### src/logic/radio_cmd_consts.svh
// Named constants for the radio command decoder
`ifndef RADIO_CMD_CONSTS_SVH
`define RADIO_CMD_CONSTS_SVH

// ----------------------------------------
// Radio controller command codes
// ----------------------------------------
`define CMD_SYNC_CODE 8'ha2
`define CMD_GO_OFF 8'hb0
`define CMD_GO_ON 8'hb1
`define CMD_GO_RX 8'hb2
`define CMD_GO_TX 8'hb5
`define CMD_GO_SLEEP 8'hba
`define CMD_LOAD_CFG 8'hbb
`define CMD_SIG_STRENGTH 8'hbc
`define CMD_IMAGE_CAL 8'hbd
`define CMD_IF_CAL 8'hbe
`define CMD_LOAD_INIT 8'hbf
`define CMD_LOAD_DONE 8'hc7
`define CMD_FULL_RESET 8'hc8
`define CMD_OPT_ENC 8'hd0
`define CMD_OPT_SETUP 8'hd1
`define CMD_OPT_DEC 8'hd2

// ----------------------------------------
// Memory access, registers, status, serial slave
// ----------------------------------------
`define OPC_MEM_WR 5'h03
`define OPC_MEM_RD 5'h07
`define ADDR_MODE_CTL 11'h11a
`define ADDR_PIN_SEL 11'h139
`define ADDR_STEP 11'h001
`define MODE_PA_BIT 0
`define MODE_LNA_BIT 1
`define MODE_SPORT_BIT 2
`define PIN_SEL_BIT 0
`define MODE_CTL_RESET 8'h00
`define PIN_SEL_RESET 8'h00
`define UNMAPPED_READ 8'h00
`define STAT_CODE_OFF 3'h0
`define STAT_CODE_ON 3'h1
`define STAT_CODE_RX 3'h2
`define STAT_CODE_TX 3'h3
`define STAT_CODE_SLEEP 3'h4
`define SPI_LAST_BIT 3'h7

`endif

### src/logic/radio_cmd_pkg.sv
// Types shared by the radio command decoder files
package radio_cmd_pkg;

   typedef enum logic [4:0] {
      OFF_STATE = 5'h01,
      ON_STATE = 5'h02,
      RECEIVE_STATE = 5'h04,
      TRANSMIT_STATE = 5'h08,
      SLEEP_STATE = 5'h10
   } radio_state_t;

   typedef enum logic [3:0] {
      DEC_IDLE = 4'h1,
      DEC_ADDR = 4'h2,
      DEC_WDATA = 4'h4,
      DEC_RDATA = 4'h8
   } dec_state_t;

   typedef struct packed {
      logic sync_done;
      logic load_config;
      logic signal_strength;
      logic if_filter_cal;
      logic image_cal;
      logic full_reset;
      logic load_init;
      logic cp_reset;
      logic encrypt;
      logic decrypt_setup;
      logic decrypt;
      logic fec_encode_setup;
      logic fec_encode;
      logic fec_decode;
   } op_strobe_t;

   typedef struct packed {
      logic pa;
      logic lna;
   } amp_ctl_t;

endpackage : radio_cmd_pkg

### src/logic/spi_byte_slave.sv
// Byte-wide serial slave, mode 0, MSB first, pins synchronised to clk_sys_in
`timescale 1ns/1ps
`include "radio_cmd_consts.svh"

module spi_byte_slave (
   input wire logic clk_sys_in,
   input wire logic nrst_in,
   input wire logic sclk_in,
   input wire logic mosi_in,
   input wire logic cs_n_in,
   input wire logic [7:0] reply_in,
   output logic byte_valid_out,
   output logic [7:0] byte_out,
   output logic frame_start_out,
   output logic frame_end_out,
   output logic miso_out,
   output logic miso_oe_out
);

   // ----------------------------------------
   // Pin synchronisers: {sclk, mosi, cs_n}
   // ----------------------------------------
   logic [2:0] meta_q;
   logic [2:0] sync_q;
   logic [1:0] prev_q;
   logic [2:0] bit_cnt_q;
   logic [7:0] rx_sh_q;
   logic [7:0] tx_sh_q;
   logic reload_q;

   wire sclk_s = sync_q[2];
   wire mosi_s = sync_q[1];
   wire cs_n_s = sync_q[0];
   wire sclk_rise = sclk_s & ~prev_q[1] & ~cs_n_s;
   wire sclk_fall = ~sclk_s & prev_q[1] & ~cs_n_s;
   wire cs_fall = ~cs_n_s & prev_q[0];
   wire cs_rise = cs_n_s & ~prev_q[0];
   wire byte_done = sclk_rise & (bit_cnt_q == `SPI_LAST_BIT);
   wire [7:0] rx_next = {rx_sh_q[6:0], mosi_s};

   always_ff @(posedge clk_sys_in or negedge nrst_in) begin
      if (!nrst_in) begin
         meta_q <= 3'h1;
         sync_q <= 3'h1;
         prev_q <= 2'h1;
      end else begin
         meta_q <= {sclk_in, mosi_in, cs_n_in};
         sync_q <= meta_q;
         prev_q <= {sync_q[2], sync_q[0]};
      end
   end

   // ----------------------------------------
   // Shift registers
   // ----------------------------------------
   // The reply is taken one cycle after the byte completes so that the
   // decoder can answer from the byte it has just seen.
   always_ff @(posedge clk_sys_in or negedge nrst_in) begin
      if (!nrst_in) begin
         bit_cnt_q <= 3'h0;
         rx_sh_q <= 8'h00;
         tx_sh_q <= 8'h00;
         reload_q <= 1'b0;
         byte_valid_out <= 1'b0;
         byte_out <= 8'h00;
         frame_start_out <= 1'b0;
         frame_end_out <= 1'b0;
         miso_out <= 1'b0;
         miso_oe_out <= 1'b0;
      end else begin
         byte_valid_out <= byte_done;
         frame_start_out <= cs_fall;
         frame_end_out <= cs_rise;
         miso_oe_out <= ~cs_n_s;
         if (cs_n_s) begin
            bit_cnt_q <= 3'h0;
         end else if (sclk_rise) begin
            bit_cnt_q <= bit_cnt_q + 3'h1;
            rx_sh_q <= rx_next;
         end
         if (byte_done) begin
            byte_out <= rx_next;
         end
         if (cs_fall) begin
            tx_sh_q <= reply_in;
            miso_out <= reply_in[7];
            reload_q <= 1'b0;
         end else if (byte_valid_out) begin
            tx_sh_q <= reply_in;
            reload_q <= 1'b1;
         end else if (sclk_fall) begin
            if (reload_q) begin
               miso_out <= tx_sh_q[7];
               reload_q <= 1'b0;
            end else begin
               tx_sh_q <= {tx_sh_q[6:0], 1'b0};
               miso_out <= tx_sh_q[6];
            end
         end
      end
   end

endmodule : spi_byte_slave

### src/logic/amp_pin_router.sv
// Routes the external amplifier controls to one of two pin pairs
`timescale 1ns/1ps

module amp_pin_router (
   input wire logic clk_sys_in,
   input wire logic nrst_in,
   input wire radio_cmd_pkg::amp_ctl_t ctl_in,
   input wire logic use_test_bus_in,
   output logic test_bus_pin_three_out,
   output logic test_bus_pin_three_oe_out,
   output logic test_bus_pin_four_out,
   output logic test_bus_pin_four_oe_out,
   output logic slow_osc_pin_pos_out,
   output logic slow_osc_pin_pos_oe_out,
   output logic slow_osc_pin_neg_out,
   output logic slow_osc_pin_neg_oe_out
);

   // Unselected pair is released so the oscillator or test bus keeps it
   always_ff @(posedge clk_sys_in or negedge nrst_in) begin
      if (!nrst_in) begin
         test_bus_pin_three_out <= 1'b0;
         test_bus_pin_three_oe_out <= 1'b0;
         test_bus_pin_four_out <= 1'b0;
         test_bus_pin_four_oe_out <= 1'b0;
         slow_osc_pin_pos_out <= 1'b0;
         slow_osc_pin_pos_oe_out <= 1'b0;
         slow_osc_pin_neg_out <= 1'b0;
         slow_osc_pin_neg_oe_out <= 1'b0;
      end else begin
         test_bus_pin_three_out <= use_test_bus_in & ctl_in.pa; // RQ5
         test_bus_pin_three_oe_out <= use_test_bus_in; // RQ5
         test_bus_pin_four_out <= use_test_bus_in & ctl_in.lna; // RQ5
         test_bus_pin_four_oe_out <= use_test_bus_in; // RQ5
         slow_osc_pin_pos_out <= ~use_test_bus_in & ctl_in.pa; // RQ5
         slow_osc_pin_pos_oe_out <= ~use_test_bus_in; // RQ5
         slow_osc_pin_neg_out <= ~use_test_bus_in & ctl_in.lna; // RQ5
         slow_osc_pin_neg_oe_out <= ~use_test_bus_in; // RQ5
      end
   end

endmodule : amp_pin_router

### src/logic/radio_command_decoder_pa_lna_ctl.sv
// Radio command decoder with external amplifier control and host pin muxing
//
// Operation
// RQ1: Packet mode uses only the serial port and the packet interrupt pin.
// RQ2: Sport mode moves data on three serial pins, interrupt on its own pin.
// RQ3: Power-amp enable set: amp control high in transmit state only.
// RQ4: Receive-amp enable set: receive amp control high in receive state only.
// RQ5: Pin select 1 uses test-bus pins, 0 uses slow oscillator pins.
// RQ6: Host sends sync code after reset; device then becomes synchronised.
// RQ7: Code b0 goes to off state, b1 goes to on state.
// RQ8: Code b2 goes to receive state, b5 goes to transmit state.
// RQ9: Code ba goes to sleep state.
// RQ10: Code bb loads radio parameters from battery-backed memory.
// RQ11: Code bc performs one signal strength measurement.
// RQ12: Code be calibrates the intermediate-frequency filter.
// RQ13: Code c8 fully resets hardware, leaving the device asleep.
// RQ14: Code bf opens program memory for a firmware download.
// RQ15: Code c7 resets the processor after a firmware download.
// RQ16: Code bd starts image calibration, only with its firmware loaded.
// RQ17: Cipher module: d0 encrypts, d1 sets up decryption, d2 decrypts.
// RQ18: Error-correction module: d1 sets up, d0 encodes, d2 corrects.
// RQ19: Cipher codes act only when the cipher firmware is loaded.
// RQ20: Error-correction codes act only when that firmware is loaded.
// RQ21: Host sends ff as filler when polling status or reading.
// RQ22: Unknown codes, or codes lacking firmware, leave the state unchanged.
`timescale 1ns/1ps
`include "radio_cmd_consts.svh"

module radio_command_decoder_pa_lna_ctl (
   input wire logic clk_sys_in,
   input wire logic nrst_in,
   input wire logic spi_sclk_in,
   input wire logic spi_mosi_in,
   input wire logic spi_cs_n_in,
   output logic spi_miso_out,
   output logic spi_miso_oe_out,
   input wire logic irq_req_in,
   input wire logic ir_cal_fw_loaded_in,
   input wire logic aes_fw_loaded_in,
   input wire logic fec_fw_loaded_in,
   input wire logic rx_bit_in,
   input wire logic bit_clk_in,
   input wire logic serial_data_pin_c_in,
   output logic serial_data_pin_a_out,
   output logic serial_data_pin_a_oe_out,
   output logic serial_data_pin_b_out,
   output logic serial_data_pin_b_oe_out,
   output logic tx_bit_out,
   output logic packet_mode_interrupt_pin_out,
   output logic sport_interrupt_pin_out,
   output radio_cmd_pkg::radio_state_t radio_state_out,
   output radio_cmd_pkg::op_strobe_t op_strobe_out,
   output logic prog_ram_open_out,
   output logic synced_out,
   output logic test_bus_pin_three_out,
   output logic test_bus_pin_three_oe_out,
   output logic test_bus_pin_four_out,
   output logic test_bus_pin_four_oe_out,
   output logic slow_osc_pin_pos_out,
   output logic slow_osc_pin_pos_oe_out,
   output logic slow_osc_pin_neg_out,
   output logic slow_osc_pin_neg_oe_out
);

   // ----------------------------------------
   // Declarations
   // ----------------------------------------
   logic byte_vld;
   logic [7:0] rx_byte;
   logic frame_start;
   logic frame_end;
   logic [7:0] reply_byte;

   radio_cmd_pkg::dec_state_t dec_q;
   radio_cmd_pkg::dec_state_t dec_d;
   radio_cmd_pkg::radio_state_t radio_q;
   radio_cmd_pkg::radio_state_t radio_d;
   radio_cmd_pkg::op_strobe_t strobe_d;
   radio_cmd_pkg::amp_ctl_t amp_ctl;

   logic [10:0] addr_q;
   logic [10:0] addr_d;
   logic [7:0] mode_ctl_q;
   logic [7:0] mode_ctl_d;
   logic [7:0] pin_sel_q;
   logic [7:0] pin_sel_d;
   logic synced_q;
   logic synced_d;
   logic prog_open_q;
   logic prog_open_d;
   logic rd_flag_q;
   logic pin_c_meta_q;
   logic pin_c_sync_q;

   // ----------------------------------------
   // Helper functions
   // ----------------------------------------
   function automatic logic [7:0] reg_read(input logic [10:0] addr, input logic [7:0] mode_val,
                                           input logic [7:0] sel_val);
      return (addr == `ADDR_MODE_CTL) ? mode_val :
             (addr == `ADDR_PIN_SEL) ? sel_val : `UNMAPPED_READ;
   endfunction : reg_read

   function automatic logic [2:0] state_code(input radio_cmd_pkg::radio_state_t st);
      logic [2:0] code;
      code = `STAT_CODE_OFF;
      unique case (st)
         radio_cmd_pkg::OFF_STATE: code = `STAT_CODE_OFF;
         radio_cmd_pkg::ON_STATE: code = `STAT_CODE_ON;
         radio_cmd_pkg::RECEIVE_STATE: code = `STAT_CODE_RX;
         radio_cmd_pkg::TRANSMIT_STATE: code = `STAT_CODE_TX;
         radio_cmd_pkg::SLEEP_STATE: code = `STAT_CODE_SLEEP;
      endcase
      return code;
   endfunction : state_code

   // ----------------------------------------
   // Serial slave
   // ----------------------------------------
   spi_byte_slave u_spi (
      .clk_sys_in(clk_sys_in),
      .nrst_in(nrst_in),
      .sclk_in(spi_sclk_in),
      .mosi_in(spi_mosi_in),
      .cs_n_in(spi_cs_n_in),
      .reply_in(reply_byte),
      .byte_valid_out(byte_vld),
      .byte_out(rx_byte),
      .frame_start_out(frame_start),
      .frame_end_out(frame_end),
      .miso_out(spi_miso_out),
      .miso_oe_out(spi_miso_oe_out)
   );

   // ----------------------------------------
   // Command classification
   // ----------------------------------------
   wire dec_idle = (dec_q == radio_cmd_pkg::DEC_IDLE);
   wire cmd_vld = byte_vld & dec_idle;
   // Radio commands are held off until the host has synchronised
   wire cmd_ok = cmd_vld & synced_q; // RQ6
   wire is_mem_wr = (rx_byte[7:3] == `OPC_MEM_WR);
   wire is_mem_rd = (rx_byte[7:3] == `OPC_MEM_RD);
   wire is_sync = cmd_vld & (rx_byte == `CMD_SYNC_CODE); // RQ6
   wire is_full_reset = cmd_ok & (rx_byte == `CMD_FULL_RESET);
   wire is_enc = cmd_ok & (rx_byte == `CMD_OPT_ENC);
   wire is_setup = cmd_ok & (rx_byte == `CMD_OPT_SETUP);
   wire is_dec = cmd_ok & (rx_byte == `CMD_OPT_DEC);
   wire [10:0] addr_inc = addr_q + `ADDR_STEP;
   wire [10:0] addr_first = {addr_q[10:8], rx_byte};

   // ----------------------------------------
   // Radio state transitions
   // ----------------------------------------
   always_comb begin
      radio_d = radio_q;
      if (is_full_reset) begin
         radio_d = radio_cmd_pkg::SLEEP_STATE; // RQ13
      end else if (cmd_ok) begin
         unique case (rx_byte)
            `CMD_GO_OFF: radio_d = radio_cmd_pkg::OFF_STATE; // RQ7
            `CMD_GO_ON: radio_d = radio_cmd_pkg::ON_STATE; // RQ7
            `CMD_GO_RX: radio_d = radio_cmd_pkg::RECEIVE_STATE; // RQ8
            `CMD_GO_TX: radio_d = radio_cmd_pkg::TRANSMIT_STATE; // RQ8
            `CMD_GO_SLEEP: radio_d = radio_cmd_pkg::SLEEP_STATE; // RQ9
            default: radio_d = radio_q; // RQ22
         endcase
      end
   end

   // ----------------------------------------
   // Operation strobes
   // ----------------------------------------
   always_comb begin
      strobe_d.sync_done = is_sync; // RQ6
      strobe_d.load_config = cmd_ok & (rx_byte == `CMD_LOAD_CFG); // RQ10
      strobe_d.signal_strength = cmd_ok & (rx_byte == `CMD_SIG_STRENGTH); // RQ11
      strobe_d.if_filter_cal = cmd_ok & (rx_byte == `CMD_IF_CAL); // RQ12
      strobe_d.full_reset = is_full_reset; // RQ13
      strobe_d.load_init = cmd_ok & (rx_byte == `CMD_LOAD_INIT); // RQ14
      strobe_d.cp_reset = cmd_ok & (rx_byte == `CMD_LOAD_DONE); // RQ15
      strobe_d.image_cal = cmd_ok & (rx_byte == `CMD_IMAGE_CAL) & ir_cal_fw_loaded_in; // RQ16
      strobe_d.encrypt = is_enc & aes_fw_loaded_in; // RQ17 RQ19
      strobe_d.decrypt_setup = is_setup & aes_fw_loaded_in; // RQ17 RQ19
      strobe_d.decrypt = is_dec & aes_fw_loaded_in; // RQ17 RQ19
      strobe_d.fec_encode_setup = is_setup & fec_fw_loaded_in; // RQ18 RQ20
      strobe_d.fec_encode = is_enc & fec_fw_loaded_in; // RQ18 RQ20
      strobe_d.fec_decode = is_dec & fec_fw_loaded_in; // RQ18 RQ20
   end

   // ----------------------------------------
   // Sync and download flags
   // ----------------------------------------
   assign synced_d = ~is_full_reset & (synced_q | is_sync); // RQ6 RQ13
   assign prog_open_d = ~is_full_reset & // RQ13
                        (strobe_d.load_init | (prog_open_q & ~strobe_d.cp_reset)); // RQ14 RQ15

   // ----------------------------------------
   // Memory access sequencer
   // ----------------------------------------
   // Filler bytes during a read only advance the address; their value is ignored
   always_comb begin
      dec_d = dec_q;
      addr_d = addr_q;
      mode_ctl_d = mode_ctl_q;
      pin_sel_d = pin_sel_q;
      if (frame_end || frame_start) begin
         dec_d = radio_cmd_pkg::DEC_IDLE;
      end else if (byte_vld) begin
         unique case (dec_q)
            radio_cmd_pkg::DEC_IDLE: begin
               if (is_mem_wr || is_mem_rd) begin
                  addr_d = {rx_byte[2:0], 8'h00};
                  dec_d = radio_cmd_pkg::DEC_ADDR;
               end
            end
            radio_cmd_pkg::DEC_ADDR: begin
               addr_d = addr_first;
               dec_d = rd_flag_q ? radio_cmd_pkg::DEC_RDATA : radio_cmd_pkg::DEC_WDATA;
            end
            radio_cmd_pkg::DEC_WDATA: begin
               if (addr_q == `ADDR_MODE_CTL) begin
                  mode_ctl_d = rx_byte;
               end else if (addr_q == `ADDR_PIN_SEL) begin
                  pin_sel_d = rx_byte;
               end
               addr_d = addr_inc;
            end
            radio_cmd_pkg::DEC_RDATA: begin
               addr_d = addr_inc; // RQ21
            end
         endcase
      end
   end

   // ----------------------------------------
   // Reply byte: register data while reading, status otherwise
   // ----------------------------------------
   wire [7:0] status_byte = {1'b1, synced_q, 3'h0, state_code(radio_q)};
   wire in_addr = (dec_q == radio_cmd_pkg::DEC_ADDR);
   // The byte loaded now goes out next, so it reads one address ahead
   wire [10:0] rd_addr = in_addr ? addr_first : addr_inc;
   wire rd_active = (in_addr & rd_flag_q) | (dec_q == radio_cmd_pkg::DEC_RDATA);
   assign reply_byte = rd_active ? reg_read(rd_addr, mode_ctl_q, pin_sel_q) : status_byte;

   // ----------------------------------------
   // State registers
   // ----------------------------------------
   always_ff @(posedge clk_sys_in or negedge nrst_in) begin
      if (!nrst_in) begin
         dec_q <= radio_cmd_pkg::DEC_IDLE;
         addr_q <= 11'h000;
         rd_flag_q <= 1'b0;
         radio_q <= radio_cmd_pkg::SLEEP_STATE;
         mode_ctl_q <= `MODE_CTL_RESET;
         pin_sel_q <= `PIN_SEL_RESET;
         synced_q <= 1'b0;
         prog_open_q <= 1'b0;
         op_strobe_out <= '0;
         radio_state_out <= radio_cmd_pkg::SLEEP_STATE;
         prog_ram_open_out <= 1'b0;
         synced_out <= 1'b0;
      end else begin
         dec_q <= dec_d;
         addr_q <= addr_d;
         if (cmd_vld) begin
            rd_flag_q <= is_mem_rd;
         end
         radio_q <= radio_d;
         mode_ctl_q <= mode_ctl_d;
         pin_sel_q <= pin_sel_d;
         synced_q <= synced_d;
         prog_open_q <= prog_open_d;
         op_strobe_out <= strobe_d;
         radio_state_out <= radio_d;
         prog_ram_open_out <= prog_open_d;
         synced_out <= synced_d;
      end
   end

   // ----------------------------------------
   // Amplifier controls and pin routing
   // ----------------------------------------
   assign amp_ctl.pa = mode_ctl_q[`MODE_PA_BIT] &
                       (radio_q == radio_cmd_pkg::TRANSMIT_STATE); // RQ3
   assign amp_ctl.lna = mode_ctl_q[`MODE_LNA_BIT] &
                        (radio_q == radio_cmd_pkg::RECEIVE_STATE); // RQ4

   amp_pin_router u_router (
      .clk_sys_in(clk_sys_in),
      .nrst_in(nrst_in),
      .ctl_in(amp_ctl),
      .use_test_bus_in(pin_sel_q[`PIN_SEL_BIT]),
      .test_bus_pin_three_out(test_bus_pin_three_out),
      .test_bus_pin_three_oe_out(test_bus_pin_three_oe_out),
      .test_bus_pin_four_out(test_bus_pin_four_out),
      .test_bus_pin_four_oe_out(test_bus_pin_four_oe_out),
      .slow_osc_pin_pos_out(slow_osc_pin_pos_out),
      .slow_osc_pin_pos_oe_out(slow_osc_pin_pos_oe_out),
      .slow_osc_pin_neg_out(slow_osc_pin_neg_out),
      .slow_osc_pin_neg_oe_out(slow_osc_pin_neg_oe_out)
   );

   // ----------------------------------------
   // Host pins: interrupts and serial data
   // ----------------------------------------
   wire sport = mode_ctl_q[`MODE_SPORT_BIT];

   always_ff @(posedge clk_sys_in or negedge nrst_in) begin
      if (!nrst_in) begin
         pin_c_meta_q <= 1'b0;
         pin_c_sync_q <= 1'b0;
         packet_mode_interrupt_pin_out <= 1'b0;
         sport_interrupt_pin_out <= 1'b0;
         serial_data_pin_a_out <= 1'b0;
         serial_data_pin_a_oe_out <= 1'b0;
         serial_data_pin_b_out <= 1'b0;
         serial_data_pin_b_oe_out <= 1'b0;
         tx_bit_out <= 1'b0;
      end else begin
         pin_c_meta_q <= serial_data_pin_c_in;
         pin_c_sync_q <= pin_c_meta_q;
         packet_mode_interrupt_pin_out <= irq_req_in & ~sport; // RQ1
         sport_interrupt_pin_out <= irq_req_in & sport; // RQ2
         serial_data_pin_a_out <= sport & rx_bit_in; // RQ2
         serial_data_pin_a_oe_out <= sport; // RQ2
         serial_data_pin_b_out <= sport & bit_clk_in; // RQ2
         serial_data_pin_b_oe_out <= sport; // RQ2
         tx_bit_out <= sport & pin_c_sync_q; // RQ2
      end
   end

endmodule : radio_command_decoder_pa_lna_ctl

### config.mk
export PLATFORM = sky130hd
export DESIGN_NAME = radio_command_decoder_pa_lna_ctl
export DESIGN_NICKNAME = d
export VERILOG_FILES = /design/src/logic/radio_cmd_pkg.sv /design/src/logic/spi_byte_slave.sv /design/src/logic/amp_pin_router.sv /design/src/logic/radio_command_decoder_pa_lna_ctl.sv
export VERILOG_INCLUDE_DIRS = /design/src /design/src/logic
export SDC_FILE = /design/constraint.sdc
export NUM_CORES = 1
export LEC_CHECK = 0
export ABC_AREA = 1
export BUFFER_PORTS_ARGS = -buffer_cell sky130_fd_sc_hd__buf_2
export CAP_MARGIN = 5
export CORE_MARGIN = 2
export CORE_UTILIZATION = 50
export DETAILED_ROUTE_END_ITERATION = 12
export PLACE_DENSITY = 0.69
export REMOVE_ABC_BUFFERS = 1
export SYNTH_ARGS = -nofsm -noshare
export SYNTH_HDL_FRONTEND = slang
export SYNTH_SLANG_ARGS = --single-unit
### constraint.sdc
create_clock -name clk_sys_in -period 5.3 [get_ports clk_sys_in]
set_input_delay 0.795 -clock clk_sys_in [delete_from_list [all_inputs] [get_ports clk_sys_in]]
set_output_delay 0.795 -clock clk_sys_in [all_outputs]
set_load 0.1 [all_outputs]
# --- Word level (Yosys, flattened, before mapping) ---
# Cells that the tools add are included.
# Widths: inputs -> output; s select.
word_totals:
  ff_bits: 107
  output_inout_bits: 38
  wordCells: 191
op_classes:
  add_sub_neg: 2
  n_eq_ne: 36
  n_mux: 28
  bitwise: 56
  reduce_logical: 19
op_table:
  columns: ["cell", "count"]
  rows:
  - ["$eq 8x8->1 const B", 16]
  - ["$mux 8", 7]
  - ["$eq 11x9->1 const B", 4]
  - ["$and 1x1->1", 42]
  - ["$pmux 11 s3", 1]
  - ["$pmux 5 s5", 1]
  - ["$mux 11", 2]
  - ["$mux 4", 4]
  - ["$pmux 3 s5", 1]
  - ["$add 11x1->11 const B", 1]
  - ["$not 1->1", 11]
  - ["$eq 5x2->1 const B", 2]
  - ["$eq 5x3->1 const B", 2]
  - ["$mux 5", 2]
  - ["$pmux 4 s2", 1]
  - ["$reduce_and 2->1", 4]
  - ["$reduce_and 4->1", 2]
  - ["$reduce_bool 2->1", 4]
  - ["$mux 1", 7]
  - ["$mux 3", 2]
  - ["$reduce_and 3->1", 2]
  - ["$reduce_bool 3->1", 2]
  - ["$reduce_bool 6->1", 1]
  - ["$eq 5x1->1 const B", 1]
  - ["other kinds (16)", 19]

# --- Longest topological paths before layout ---
depth:
  word_depth: 8
  mapped_depth: 16
  ltp_nobuf: 16

# --- By module ---
# From an unflattened synthesis, not the netlist that was laid out.
unflattened:
  hier_cells: 649
  area_unflattened_um2: 5251.3
by_module_without_submodules:
  columns: ["mod", "n_inst", "cells_each", "area_each_um2", "seq_area_each_um2"]
  rows:
  - ["radio_command_decoder_pa_lna_ctl", 1, 460, 3413.3, 1529.0]
  - ["spi_byte_slave", 1, 172, 1639.1, 1004.7]
  - ["amp_pin_router", 1, 17, 198.9, 150.1]

# --- Least setup slack after synthesis ---
# No wires, ideal clock.
synth_path:
  kind: "reg2out"
  from: "register serial_data_pin_b_oe_out"
  to: "output serial_data_pin_b_oe_out"
  arrival_ns: 1.324
  required_ns: 4.505
  slack_ns: 3.181
  path_stages_with_launch: 2
  path_buffers: 1
  cell_sequence: "dfrtp_1 -> buf_4"
synth_rtl:
  columns: ["item", "line", "rtl"]
  rows:
  - ["start: declaration", "radio_command_decoder_pa_lna_ctl.sv:47", "output logic serial_data_pin_b_oe_out,"]
  - ["start signal: assignment", "radio_command_decoder_pa_lna_ctl.sv:328", "serial_data_pin_b_oe_out <= sport;"]
# No word-level cell between the ends.

# --- Worst setup path after layout ---
layout_path:
  from: "register u_spi.sync_q[0]"
  to: "register u_spi.tx_sh_q[4]"
layout_between:
  elab_chain_len: 4
  word_cells_on_any_way: 7
layout_lines:
  columns: ["item", "line", "rtl"]
  rows:
  - ["start: declaration", "spi_byte_slave.sv:24", "logic [2:0] sync_q;"]
  - ["start signal: assignment", "spi_byte_slave.sv:48", "sync_q <= meta_q;"]
  - ["$not 1->1 (no source line) *", null, null]
  - ["$and 1x1->1 *", "spi_byte_slave.sv:36", "wire cs_fall = ~cs_n_s & prev_q[0];"]
  - ["named net u_spi.cs_fall", "spi_byte_slave.sv:36", null]
  - ["$ne 3x2->1 (no source line) / $reduce_bool 3->1 (equally long branches)", null, null]
  - ["$reduce_and 2->1 (no source line)", null, null]
  - ["end signal: assignment", "spi_byte_slave.sv:85", "tx_sh_q <= reply_in;"]
  - ["end signal: assignment", "spi_byte_slave.sv:89", "tx_sh_q <= reply_in;"]
  - ["end signal: assignment", "spi_byte_slave.sv:96", "tx_sh_q <= {tx_sh_q[6:0], 1'b0};"]
  - ["end: declaration", "spi_byte_slave.sv:28", "logic [7:0] tx_sh_q;"]
# Mark *: on every way through the listed nets, which the timed path passes. The rest lies on a longest branch.
# A chain may end at the register's enable or synchronous reset.

==> key figures <==
Status
  • Status: finished, final reports clean

Clock network
  • Hold_buf cts: 0
  • CTS tree: done
  • Num CTS Buffers: 9
  • Max Buffers Root-to-Sink: 2
  • CTS H-tree lvls: 3
  • Post-CTS Setup Inserts: 0
  • CTS sink count: 107
  • CTS resizes: 0
  • Worst skew pair latency: around 400 ps
  • Clock-pin transition on the worst setup and hold timing paths: 90 ps
  • CTS root buffer: clkbuf_8

Setup path
  • Worst reg2reg endpoint: u_spi.tx_sh_q[4]
  • CP startpoint: u_spi.sync_q[0]
  • CP Capture Type: register
  • Max FO, Critical Path: 12
  • R2R Setup Slk: 2760 ps
  • WS Path Type: reg -> reg
  • Critical path required time: 5560 ps
  • CP startpoint kind: register
  • Reg2Reg Depth: 9
  • Worst setup path endpoint: u_spi.tx_sh_q[4]
  • Critical path arrival: 2800 ps
  • RR Startpoint: u_spi.sync_q[0]

Synth
  • Avg Inst Size Synth: 8.24 sq um
  • Synthesized area: 0.00500 sq mm
  • Count of synthesis-stage warnings from yosys: 0
  • Syn Inst Count: 607
  • Number of synthesized flops with an enable pin: 0
  • Post-synthesis async set-or-reset flop share: 1.00
  • Post-synthesis sequential area ratio: 0.536
  • Primary FF master, synth: dfrtp_1
  • Seq cells post-synth: 107
  • Number of different library cells in the post-synthesis netlist: 35

Die
  • Std-Cell Core Area: 0.00973 sq mm
  • Die Wd: 104 um
  • Starting Density: 0.514
  • Die area: 0.0108 sq mm
  • # rows: 36
  • # IOs: 50
  • Die Y: 104 um

Routing
  • Initial DRC count: about 330
  • Post-route ant nets: 0
  • Via Count: a little over 4000
  • Vias/cell: 5.11
  • WL/cell: ~14 um
  • Final wirelength: 10800 um
  • TritonRoute pass-1 iters: 5
  • DRC viols: 0

Final layout
  • Nets: 672
  • Finished Cell Area: about 0.0055 sq mm
  • Ant diodes: 0
  • Synthesis-to-layout area growth: 10.2%
  • Most frequent cells in the layout: nand2_1, dfrtp_1, inv_1, nor2_1, o21ai_0
  • Fraction of layout cells with a size suffix above 1: 0.156
  • Most common cell after layout, fill and taps aside: nand2_1

STA
  • Fmax: 394 MHz
  • Worst Skew: 19.4 ps
  • Final period util: 0.479
  • # setup viols final: 0
  • RSZ-0062 raised after global routing: false
  • Final Hold Viols: 0
  • Slew @ Worst Pin: 849 ps
  • Fin crit period: 2540 ps
  • Setup TNS Final: 0 ps
  • WHS: 356 ps
  • Fin. max-slew vios: 0
  • Relative slew slack: 0.434

Power and ir drop
  • Switching portion of total power: 0.257
  • Clock Power Share: 0.320
  • Switching power: between 300 and 400 uW
  • Pleak: 0.00276 uW
  • Power per cell area: 255 mW/mm^2
  • Comb power frac: 0.066
  • VDD IR-drop max: 192 uV
  • Sequential Power Share: 0.615
  • Cell internal pwr: 1040 uW

Placement
  • Port Buffers: 49
  • DPL Wire Length: 7910 um
  • Final GP Congestion: about 0.9
  • Placed cell area: 0.00535 sq mm

Global routing
  • Vias in the first global route: 3754
  • Total GRT Usage: 0.213
  • First-pass GRT wire length: 18400 um
  • Initial antenna violation count: 0
  • Grt total ovfl: 0
  • Largest net degree at the start of global routing: 64

Flow run
  • Max Cap Viol: 0

Hold path
  • Hold crit path type: reg -> reg
  • Hold Crit Start: pin_c_meta_q
## metal layers
metal | vias up | wire length (um) | global-route usage
met5 | - | 0 | 0
met4 | 0 | 123 | 0.0560
met3 | 13 | 531 | 0.0401
met2 | 102 | 5120 | 0.343
met1 | 1909 | 5020 | 0.300
li1 | 2026 | - | -
## synth_stat cells (2+ instances only)
library cell / instances / share of area
nand2_1: 146 / 0.11
dfrtp_1: 102 / 0.51
inv_1: 78 / 0.059
nor2_1: 75 / 0.056
o21ai_0: 54 / 0.054
nand3_1: 46 / 0.046
a21oi_1: 11 / 0.011
nor3_1: 10 / 0.010
inv_2: 7 / 0.0053
nand2_2: 7 / 0.0088
nand4_1: 7 / 0.0088
o22ai_1: 7 / 0.0088
clkbuf_1: 6 / 0.0045
nor2_2: 6 / 0.0075
dfstp_2: 5 / 0.026
ha_1: 5 / 0.013
buf_4: 4 / 0.0060
nor2_4: 4 / 0.0090
nor4_1: 4 / 0.0050
a21oi_2: 3 / 0.0053
nand3_2: 3 / 0.0060
a22oi_1: 2 / 0.0030
buf_6: 2 / 0.0045
o21bai_1: 2 / 0.0030
## registers in the layout, indices dropped and copies added, names as in the netlist, 2 cells and up
register,flops
op_strobe_out,14
addr_q,11
mode_ctl_q,8
pin_sel_q,8
u_spi.byte_out,8
u_spi.tx_sh_q,8
u_spi.rx_sh_q,7
radio_q,5
dec_q,4
u_spi.bit_cnt_q,3
u_spi.meta_q,3
u_spi.sync_q,3
u_spi.prev_q,2
## worst max-delay path, cell delays in order (launching register included)
cell     delay, ps
dfstp_2        560
inv_2           70
nand2_1        110
inv_1          100
nor2_2         300
inv_1          200
a21oi_1        700
inv_1          180
nor2_1         170
a21oi_2         40
## stage by stage
step                      utilization  power [uW]  setup WS [ps]  instances
after floorplan                     -         934           3030        594
after global placement          0.549         969           2970        777
after detailed placement        0.549         973           2850        777
after CTS                       0.567        1420           2810        793
after global routing            0.567        1470           2580        793
final                           0.567        1410           2760        793
## how the worst min path moves through the flow
stage,end,slack [ps],depth (start not counted)
2_1_floorplan,pin_c_sync_q,330,0
3_3_place_gp,pin_c_sync_q,340,0
3_5_place_dp,pin_c_sync_q,340,0
4_1_cts,pin_c_sync_q,360,0
5_1_grt,u_spi.sync_q[0],370,0
6_report,pin_c_sync_q,360,0
## area by class of cell
cell class,instances,area [sq um]
sequential,107,2680
fill,926,4220
timing repair buffer,50,255
clock inverter,5,37.5
tap,133,166
inverter,85,319
clock buffer,11,131
multi-input combinational,402,1920
## power by group through the flow
stage | registers (uW) | logic, uW | clock network, uW
finish | 864 | 92.2 | 450
global route | 867 | 105 | 498
global placement | 878 | 91.0 | 0
detailed placement | 879 | 94.2 | 0
CTS | 863 | 94.5 | 463
floorplan | 892 | 41.7 | 0
## logic make-up (layout without fill, tap and decap cells)
kind of cell | Yosys count | after routing | synth area share
adder cells (fa/ha/maj) | 5 | 5 | 0.0125
AND/OR/NAND/NOR | 312 | 312 | 0.275
AO/OA/AOI/OAI | 84 | 84 | 0.0950
XOR/XNOR | 1 | 1 | 0.00175
buffers and inverters | 98 | 151 | 0.0798
flip-flops | 107 | 107 | 0.536
No activity file was read; power rests on OpenSTA's default activity.
